<file path="src/hdl/sdwp_pkg.sv">
package sdwp_pkg;
  localparam int SDWP_WORD_BITS = 24;
  localparam int SDWP_CODE_BITS = 16;
  localparam int SDWP_MODE_LSB = 16;
  localparam int SDWP_CLK_PERIOD_PS = 5000;
  localparam int SDWP_FRAME_GAP_NS = 100;
  localparam int SDWP_FRAME_GAP_CYC =
    (SDWP_FRAME_GAP_NS * 1000 + SDWP_CLK_PERIOD_PS - 1) / SDWP_CLK_PERIOD_PS;
  localparam logic [15:0] SDWP_CODE_RST = 16'h0000;
  localparam logic [4:0] SDWP_CNT_RST = 5'h00;
  localparam logic [23:0] SDWP_SHIFT_RST = 24'h00_0000;

  typedef enum logic [1:0] {
    SDWP_PM_NORMAL = 2'b00,
    SDWP_PM_1K = 2'b01,
    SDWP_PM_100K = 2'b10,
    SDWP_PM_HIZ = 2'b11
  } sdwp_mode_t;

  typedef enum logic [1:0] {
    SDWP_IDLE = 2'b00,
    SDWP_SHIFT = 2'b01,
    SDWP_DONE = 2'b10
  } sdwp_state_t;
endpackage

</file>
<file path="src/hdl/sdwp_sync_if.sv">
`timescale 1ns/1ps
// Synchronised pin levels and edge events passed to the frame logic
interface sdwp_sync_if;
  logic frame_active;
  logic frame_start;
  logic frame_end;
  logic sclk_fall;
  logic data_bit;
  modport src (output frame_active, output frame_start, output frame_end, output sclk_fall,
    output data_bit);
  modport dst (input frame_active, input frame_start, input frame_end, input sclk_fall,
    input data_bit);
endinterface

</file>
<file path="src/hdl/sdwp_top.sv">
`timescale 1ns/1ps
module sdwp_top
  import sdwp_pkg::*;
#(
  // Word format is fixed; other sizes are refused below
  parameter int WORD_BITS = SDWP_WORD_BITS,
  parameter int CODE_BITS = SDWP_CODE_BITS
)
(
  input wire logic clk,
  input wire logic reset,
  input wire logic frame_sel_n,
  input wire logic sclk,
  input wire logic sdata,
  output logic [15:0] dac_code,
  output logic [1:0] power_mode,
  output logic power_mode_hi,
  output logic power_mode_lo,
  output logic analog_output_en,
  output logic pulldown_1k,
  output logic pulldown_100k,
  output logic update_pulse
);
  sdwp_sync_if sync_bus();

  // The shift path and outputs are sized for one word format only
  if (WORD_BITS != SDWP_WORD_BITS || CODE_BITS != SDWP_CODE_BITS) begin : g_bad_size
    $error("sdwp_top supports only a 24-bit word with a 16-bit code");
  end

  sdwp_pin_sync u_sync (
    .clk(clk),
    .reset(reset),
    .frame_sel_n(frame_sel_n),
    .sclk(sclk),
    .sdata(sdata),
    .sync(sync_bus.src)
  );

  sdwp_state_t state_ff, nxt_state;
  logic [23:0] shift_ff, nxt_shift;
  logic [4:0] cnt_ff, nxt_cnt;
  logic [15:0] code_ff, nxt_code;
  sdwp_mode_t mode_ff, nxt_mode;
  logic upd_ff, nxt_upd;
  // Mode pins are registered so they switch in the same cycle as the code
  logic out_en_ff, nxt_out_en;
  logic pd_1k_ff, nxt_pd_1k;
  logic pd_100k_ff, nxt_pd_100k;

  // Frame sequencing, shifting and load on the last edge
  always_comb begin
    nxt_state = state_ff;
    nxt_shift = shift_ff;
    nxt_cnt = cnt_ff;
    nxt_code = code_ff;
    nxt_mode = mode_ff;
    nxt_upd = 1'b0;
    case (state_ff)
      SDWP_IDLE: begin
        if (sync_bus.frame_start) begin
          nxt_state = SDWP_SHIFT;
          nxt_shift = SDWP_SHIFT_RST;
          nxt_cnt = SDWP_CNT_RST;
        end
      end
      SDWP_SHIFT: begin
        if (sync_bus.frame_end) begin
          // Early rise: drop the partial word, outputs untouched
          nxt_state = SDWP_IDLE;
          nxt_shift = SDWP_SHIFT_RST;
          nxt_cnt = SDWP_CNT_RST;
        end else if (sync_bus.sclk_fall) begin
          nxt_shift = {shift_ff[22:0], sync_bus.data_bit};
          nxt_cnt = cnt_ff + 5'h01;
          if (cnt_ff == 5'(SDWP_WORD_BITS - 1)) begin
            // Last bit not shifted yet, so mode and code sit one place low
            nxt_code = {shift_ff[SDWP_CODE_BITS-2:0], sync_bus.data_bit};
            nxt_mode = sdwp_mode_t'(shift_ff[SDWP_MODE_LSB -: 2]);
            nxt_upd = 1'b1;
            nxt_state = SDWP_DONE;
          end
        end
      end
      SDWP_DONE: begin
        // Further clocks ignored until select goes high again
        if (!sync_bus.frame_active) begin
          nxt_state = SDWP_IDLE;
          nxt_cnt = SDWP_CNT_RST;
        end
      end
      default: nxt_state = SDWP_IDLE;
    endcase
    // Decode from the next mode so pins and code change together
    nxt_out_en = (nxt_mode == SDWP_PM_NORMAL);
    nxt_pd_1k = (nxt_mode == SDWP_PM_1K);
    nxt_pd_100k = (nxt_mode == SDWP_PM_100K);
  end

  // Reset forces zero code and normal mode
  always_ff @(posedge clk or posedge reset) begin
    if (reset) begin
      state_ff <= SDWP_IDLE;
      shift_ff <= SDWP_SHIFT_RST;
      cnt_ff <= SDWP_CNT_RST;
      code_ff <= SDWP_CODE_RST;
      mode_ff <= SDWP_PM_NORMAL;
      upd_ff <= 1'b0;
      out_en_ff <= 1'b1;
      pd_1k_ff <= 1'b0;
      pd_100k_ff <= 1'b0;
    end else begin
      state_ff <= nxt_state;
      shift_ff <= nxt_shift;
      cnt_ff <= nxt_cnt;
      code_ff <= nxt_code;
      mode_ff <= nxt_mode;
      upd_ff <= nxt_upd;
      out_en_ff <= nxt_out_en;
      pd_1k_ff <= nxt_pd_1k;
      pd_100k_ff <= nxt_pd_100k;
    end
  end

  // Mode decode for the analog side
  assign dac_code = code_ff;
  assign power_mode = mode_ff;
  assign power_mode_hi = mode_ff[1];
  assign power_mode_lo = mode_ff[0];
  assign analog_output_en = out_en_ff;
  assign pulldown_1k = pd_1k_ff;
  assign pulldown_100k = pd_100k_ff;
  assign update_pulse = upd_ff;

  // Counts edges apart from the frame logic, so the update check does not echo it
  logic [4:0] edge_seen_ff, nxt_edge_seen;
  always_comb begin
    nxt_edge_seen = edge_seen_ff;
    if (sync_bus.frame_start) begin
      nxt_edge_seen = 5'h00;
    end else if (sync_bus.sclk_fall && sync_bus.frame_active && edge_seen_ff != 5'h1f) begin
      nxt_edge_seen = edge_seen_ff + 5'h01;
    end
  end

  // Saturates so a long run of clocks cannot wrap back to 23
  always_ff @(posedge clk or posedge reset) begin
    if (reset) begin
      edge_seen_ff <= 5'h00;
    end else begin
      edge_seen_ff <= nxt_edge_seen;
    end
  end
endmodule

</file>
<file path="src/hdl/sdwp_pin_sync.sv">
`timescale 1ns/1ps
module sdwp_pin_sync
  import sdwp_pkg::*;
(
  input wire logic clk,
  input wire logic reset,
  input wire logic frame_sel_n,
  input wire logic sclk,
  input wire logic sdata,
  sdwp_sync_if.src sync
);
  logic [2:0] s1_ff;
  logic [2:0] s2_ff;
  logic [2:0] s3_ff;
  logic [2:0] nxt_s1;

  // Two stages per pin, third stage for edge detection and the data sample
  always_comb begin
    nxt_s1 = {frame_sel_n, sclk, sdata};
  end

  always_ff @(posedge clk or posedge reset) begin
    if (reset) begin
      s1_ff <= 3'h7;
      s2_ff <= 3'h7;
      s3_ff <= 3'h7;
    end else begin
      s1_ff <= nxt_s1;
      s2_ff <= s1_ff;
      s3_ff <= s2_ff;
    end
  end

  // Select low opens a frame; data is the level already settled with the clock
  assign sync.frame_active = !s2_ff[2];
  assign sync.frame_start = !s2_ff[2] && s3_ff[2];
  assign sync.frame_end = s2_ff[2] && !s3_ff[2];
  assign sync.sclk_fall = !s2_ff[1] && s3_ff[1];
  assign sync.data_bit = s3_ff[0]; // Sampled one stage late to match the clock edge
endmodule

</file>
<file path="config.mk">
export PLATFORM = sky130hd
export DESIGN_NAME = sdwp_top
export DESIGN_NICKNAME = d
export VERILOG_FILES = /design/src/hdl/sdwp_pkg.sv /design/src/hdl/sdwp_sync_if.sv /design/src/hdl/sdwp_top.sv /design/src/hdl/sdwp_pin_sync.sv
export SDC_FILE = /design/constraint.sdc
export NUM_CORES = 1
export LEC_CHECK = 0
export BUFFER_PORTS_ARGS = -buffer_cell sky130_fd_sc_hd__buf_2
export CELL_PAD_IN_SITES_DETAIL_PLACEMENT = 0
export CELL_PAD_IN_SITES_GLOBAL_PLACEMENT = 1
export CORE_ASPECT_RATIO = 1.4
export CORE_MARGIN = 1
export CORE_UTILIZATION = 42
export DETAILED_ROUTE_END_ITERATION = 12
export PLACE_DENSITY_LB_ADDON = 0.1
export SLEW_MARGIN = 20
export SYNTH_ARGS = -nofsm -noshare
export SYNTH_HDL_FRONTEND = slang
export SYNTH_SLANG_ARGS = --single-unit
</file>
<file path="constraint.sdc">
create_clock -name clk -period 1.5 [get_ports clk]
set_input_delay 0.225 -clock clk [delete_from_list [all_inputs] [get_ports clk]]
set_output_delay 0.225 -clock clk [all_outputs]
set_load 0.01 [all_outputs]
</file>
### Word level (Yosys, flattened, before mapping)

Index checks and enable logic that the tools add are counted.

* register bits after elaboration: 55
* bits of input ports: 5
* word-level logic and storage cells: 60

* add/sub/neg operators: 1
* equal/unequal tests: 9
* mux-type cells: 23
* bitwise operators: 1
* reduce and logical (&&, ||, !) cells: 14

Operator list (count)
* 17-bit 2-to-1 mux: 3
* 17-bit one-hot mux with 2 select lines: 1
* 5-bit 2-to-1 mux: 4
* 2-bit 2-to-1 mux: 9
* 5-bit one-hot mux with 3 select lines: 1
* 4-bit AND reduction: 3
* 3-bit != test (second input constant): 2
* 2-bit one-hot mux with 3 select lines: 1
* 5-bit by 1-bit adder with 5-bit output (second input constant): 1
* 5-bit equality test (second input constant): 1
* 2-bit by 1-bit equality test with 1-bit output (second input constant): 2
* 2-bit equality test (second input constant): 2
* 2-bit zero test: 2
* 1-bit 2-to-1 mux: 4
* 1-bit logical AND: 3
* 1-bit zero test: 3
* 3-bit AND reduction: 1
* 3-bit nonzero test: 1
* 2-bit by 1-bit != test with 1-bit output (second input constant): 1
* 2-bit != test (second input constant): 1
* 2-bit nonzero test: 1
* 1-bit NOT: 1

### Logic depth before layout (Yosys ltp)

* depth after elaboration: 6
* mapped depth: 6

### Cells and area by module

From an unflattened synthesis, not the netlist that was laid out.

* cell total of the unflattened synthesis: 181
* area, all modules: 2347.3 µm²

Modules (own cells, without submodules)
* sdwp_top: times used 1, cells an instance 167, area an instance 2082.0 µm², sequential area each 1152.4 µm²
* sdwp_pin_sync: times used 1, cells an instance 14, area an instance 265.3 µm², sequential area each 236.5 µm²

### Worst setup path before layout

OpenSTA, ideal clock, no wires.

* path type: flip-flop to flip-flop
* start: register u_sync.s3_ff[1]
* end: register code_ff[10], in the netlist dac_code[10]
* data arrival time: 1512 ps
* required time: 1375 ps
* setup slack: -137 ps
* cell stages (with the launch flop): 7
* path buffers: 2
* period minus slack after synthesis: 1637 ps
* cell sequence: dfstp_2 nor2b_2 nand4_2 nand2b_4 buf_6 buf_12 mux2_4

* longest elaborated chain between the ends: 2

Ends and longest elaborated chain
* start, declared: RTL line sdwp_pin_sync.sv:14 `logic [2:0] s3_ff;`
* start signal, assigned: RTL line sdwp_pin_sync.sv:26 `s3_ff <= 3'h7;`
* start signal, assigned: RTL line sdwp_pin_sync.sv:30 `s3_ff <= s2_ff;`
* 1-bit logical AND: RTL line sdwp_pin_sync.sv:38 `assign sync.sclk_fall = !s2_ff[1] && s3_ff[1];`
* 4-bit AND reduction (no source line)
* end signal, assigned: RTL line sdwp_top.sv:116 `code_ff <= nxt_code;`
* end, declared: RTL line sdwp_top.sv:43 `logic [15:0] code_ff, nxt_code;`

No other way between the ends.
A chain may end at the register's enable or synchronous reset.

### Final worst setup path

* start: register u_sync.s3_ff[2]
* end: register code_ff[7], in the netlist dac_code[7]

* longest elaborated chain between the ends: 4

Ends and longest elaborated chain
* 1-bit zero test: RTL line sdwp_pin_sync.sv:37 `assign sync.frame_end = s2_ff[2] && !s3_ff[2];`
* 1-bit logical AND: RTL line sdwp_pin_sync.sv:37
* 1-bit NOT (no source line)
* 4-bit AND reduction (no source line)

No other way between the ends.

==> summary.md <==
| Metric | Value |
|---|---|
| Clock latency reported for the late side of the worst-skew pair | `0.30 ns` |
| HPWL after detailed placement | `2600 um` |
| Library cell with the highest instance count after synthesis | `sky130_fd_sc_hd__dfrtp_1` |
| Outcome | `finished, violations left` |
| Buffers & Inverters on Critical Path | `1` |
| Arrival time reported for the critical path endpoint | `1.76 ns` |
| Remaining antenna violation count | `0` |
| Horizontal die dimension | `63.6 um` |
| Part of the power in combinational logic | `10.9%` |
| Least-Margin Pin Slew | `0.348 ns` |
| Post-synthesis to final-layout area growth | `24.6%` |
| TritonCTS Buffers | `5` |
| Slowest stage cell, crit path | `sky130_fd_sc_hd__dfstp_2` |
| Diode count | `0` |
| Port-buffer cells | `28` |
| Clk sink count | `55` |
| Post-layout utilization of the core | `53.9%` |
| Wire length of the first global-routing pass | `6890 um` |
| Area contributors post-synth | `sky130_fd_sc_hd__dfrtp_1, sky130_fd_sc_hd__dfstp_2, sky130_fd_sc_hd__mux2_4` |
| Mean instance size in the synthesized netlist | `14.6 um2` |
| DR iter-0 viols | `43` |
| Number of iterations in the first detailed-routing pass | `4` |
| Setup slack on the worst flop-to-flop path | `-0.06 ns` |
| Drt drc | `0` |
| Clock network fraction of total power | `34.2%` |
| IO Count | `29` |
| CP Capture Type | `register` |
| Maximum count of clock buffers along a single path | `2` |
| Area of the die | `5610 um2` |
| Placed Instance Area | `2550 um2` |
| Critical path data required time | `1.70 ns` |
| Maximum number of pins on one net before global-route repair | `56` |
| Worst R2R Path Depth | `5` |
| Critical path cell sequence | `and2b_4 -> nor3_4 -> buf_6 -> nand2b_4 -> mux2_4` |
| Sw Pwr | `657 uW` |
| Headroom to the max-slew limit | `76.5%` |
| Area fraction of the dominant cell type after synthesis | `50.5%` |
| Area inside the core boundary | `5160 um2` |
| Via count of the first global-routing pass | `1428` |
| Cell count along the critical path | `5` |
| Number of vias per cell after detailed routing | `5.13` |
| Critical path's largest stage delay | `0.54 ns` |
| Net Count, Synth | `159` |
| Power density over the cells | `1020 nW/um2` |
| Worst reg2reg path endpoint | `dac_code[7]` |
| Aggregate global-route resource usage | `16.4%` |
| Category of cells accounting for the largest share of critical-path delay | `flip-flops` |
| Number of warning messages in the yosys log | `0` |
| Min-delay worst type | `in -> reg` |
| Capture endpoint of the worst hold path | `u_sync.s1_ff[1]` |
| Number of enable-type register cells in the synthesized netlist | `0` |
| Final Hold Fails | `0` |
| Non-filler cells in the finished layout | `272` |
| Sum of overflow across all layers after global routing | `0` |
| Routability congestion estimate from global placement | `0.798` |
| Endpoints failing setup | `37` |
| Worst hold stages | `1` |
| Overall Power | `2.83 mW` |
| Total routed wirelength | `4190 um` |
| Leakage power total | `1.46 nW` |
| Clock tree from TritonCTS | `done` |
| Number of cells in the design after placement | `256` |
| Final Slew Violations | `0` |
| Worst min-delay path startpoint | `sclk` |
| Fraction of the cycle the final worst path needs | `104%` |
| Post-Route Skew | `0.00336 ns` |
| Clock Pin Slew Worst Setup and Hold Paths | `0.09 ns` |
| FF+latch count, synth | `55` |
| Top cells by instance count after synthesis | `sky130_fd_sc_hd__dfrtp_1, sky130_fd_sc_hd__a22o_1, sky130_fd_sc_hd__mux2_4, sky130_fd_sc_hd__dfstp_2, sky130_fd_sc_hd__nand3_1` |
| Count of distinct cell types in the synthesized netlist | `34` |
| CP max FO | `6` |
| Maximum clock frequency | `640 MHz` |
| Beginning of the worst register-to-register path | `u_sync.s3_ff[2]` |
| Depth of the CTS H-tree | `2` |
| Share of layout cells above drive strength 1 | `49.0%` |
| CTS Root Buffer Type | `sky130_fd_sc_hd__clkbuf_8` |
| Synthesized instance count | `153` |
| Worst setup margin | `-0.0623 ns` |
| Failing checks | `setup timing` |
| Register share of total power | `54.9%` |
| Final design area excluding fillers | `2780 um2` |
| Period minus WS final | `1.56 ns` |
| Post-synthesis sequential area ratio | `62.3%` |
| Worst hold slack across all endpoints | `0.0162 ns` |
| Post-Syn Area | `2230 um2` |
| # nets final | `211` |
| Fraction of registers with async set/reset | `100%` |
| Wire per inst | `15.4 um` |
| Max-cap violation count | `0` |
| Area used by multi-input combinational logic | `815 um2` |
| Critical setup path kind | `reg -> reg` |
| Sequential standard cell area | `1390 um2` |
| Vias post-DR | `1396` |
| Main synth FF type | `sky130_fd_sc_hd__dfrtp_1` |
| Max IR drop VDD | `0.000658 V` |
| Post-synth top area cell | `sky130_fd_sc_hd__dfrtp_1` |
| Count of standard-cell rows | `31` |
| Y dimension of the die | `88.2 um` |
| Setup repair after global routing missed its margin | `true` |
| Critical path launch point type | `register` |
| Switching share of power | `23.2%` |
| Starting Density | `43.2%` |
| Antenna violations before repair | `0` |
| Filler Cell Count | `458` |
| Cell internal pwr | `2.18 mW` |
routing by layer:
| metal | track usage, % | vias up | routed length, um |
|---|---|---|---|
| li1 | - | 651 | - |
| met1 | 18.6 | 718 | 1710 |
| met2 | 29.9 | 20 | 2270 |
| met3 | 3.09 | 7 | 110 |
| met4 | 7.64 | 0 | 94 |
| met5 | 0 | - | 0 |
what timing repair did:
| action | in CTS | in global routing |
|---|---|---|
| endpoints found under the setup margin | 42 | 44 |
| pin swaps | 1 | 2 |
| hold buffers | 2 | 0 |
| setup buffers | 3 | 0 |
| hold endpoints to repair | 46 | 0 |
| gates resized for setup | 5 | 6 |
| cloned | 3 | 0 |
flip-flops by register name (all words and copies together), names as in the netlist:
signal / cells
state_ff: 2
pulldown_1k: 1
cnt_ff: 5
shift_ff: 17
u_sync.s3_ff: 3
analog_output_en: 1
power_mode: 2
update_pulse: 1
dac_code: 16
pulldown_100k: 1
u_sync.s2_ff: 3
u_sync.s1_ff: 3
cell usage in the layout, fill, tap and decap left out, types with 2 or more instances in the layout:
master,instances
sky130_fd_sc_hd__buf_2,28
sky130_fd_sc_hd__nand2b_1,2
sky130_fd_sc_hd__o21ai_0,6
sky130_fd_sc_hd__dfrtp_1,45
sky130_fd_sc_hd__nor2b_1,4
sky130_fd_sc_hd__inv_1,2
sky130_fd_sc_hd__or3_1,2
sky130_fd_sc_hd__nand2b_4,4
sky130_fd_sc_hd__o21ai_1,3
sky130_fd_sc_hd__mux2_2,4
sky130_fd_sc_hd__buf_6,2
sky130_fd_sc_hd__a22o_1,18
sky130_fd_sc_hd__mux2_4,15
sky130_fd_sc_hd__nand3_1,9
sky130_fd_sc_hd__o211ai_1,2
sky130_fd_sc_hd__nand2_1,3
sky130_fd_sc_hd__dlygate4sd3_1,2
sky130_fd_sc_hd__dfstp_2,10
sky130_fd_sc_hd__buf_12,3
sky130_fd_sc_hd__buf_4,16
sky130_fd_sc_hd__clkbuf_8,5
worst max path at each step:
| stage | to | slack [ns] | from |
|---|---|---|---|
| after CTS | power_mode[0] | -0.14 | u_sync.s3_ff[2] |
| after floorplan | dac_code[10] | -0.13 | u_sync.s3_ff[2] |
| final | dac_code[7] | -0.06 | u_sync.s3_ff[2] |
| after global placement | power_mode[0] | -0.15 | u_sync.s3_ff[2] |
| after detailed placement | dac_code[4] | -0.16 | u_sync.s3_ff[2] |
| after global routing | dac_code[7] | -0.13 | u_sync.s3_ff[2] |
layout make-up:
| cell class | instances | share of cell area [%] |
|---|---|---|
| Inverter | 4 | 0.675 |
| Clock inverter | 3 | 1.58 |
| Tap cell | 66 | 2.97 |
| Multi-Input combinational cell | 88 | 29.3 |
| Sequential cell | 55 | 50.0 |
| Clock buffer | 5 | 2.48 |
| Timing Repair Buffer | 51 | 13.1 |
cell families (layout without fill, tap and decap cells):
group / Yosys count / in the layout / synth area share (%)
compound gates: 34 / 34 / 11.3
buf+inv: 13 / 63 / 4.43
mux: 19 / 19 / 12.1
flops: 55 / 55 / 62.3
simple gates: 31 / 34 / 9.31
fa+ha+maj: 1 / 1 / 0.561
power by group through the flow:
stage | registers (mW) | clock network, mW | logic (mW)
6_report | 1.56 | 0.968 | 0.309
5_1_grt | 1.56 | 1.04 | 0.340
4_1_cts | 1.56 | 0.997 | 0.302
3_5_place_dp | 1.58 | 0 | 0.271
3_3_place_gp | 1.58 | 0 | 0.268
2_1_floorplan | 1.58 | 0 | 0.161
stage by stage:
step | worst slack (ns) | setup TNS, ns
floorplan | -0.131 | -2.02
global placement | -0.153 | -2.76
detailed placement | -0.164 | -3.14
CTS | -0.135 | -2.58
global route | -0.131 | -4.07
finish | -0.0623 | -1.65
No activity file was read; power rests on OpenSTA's default activity.
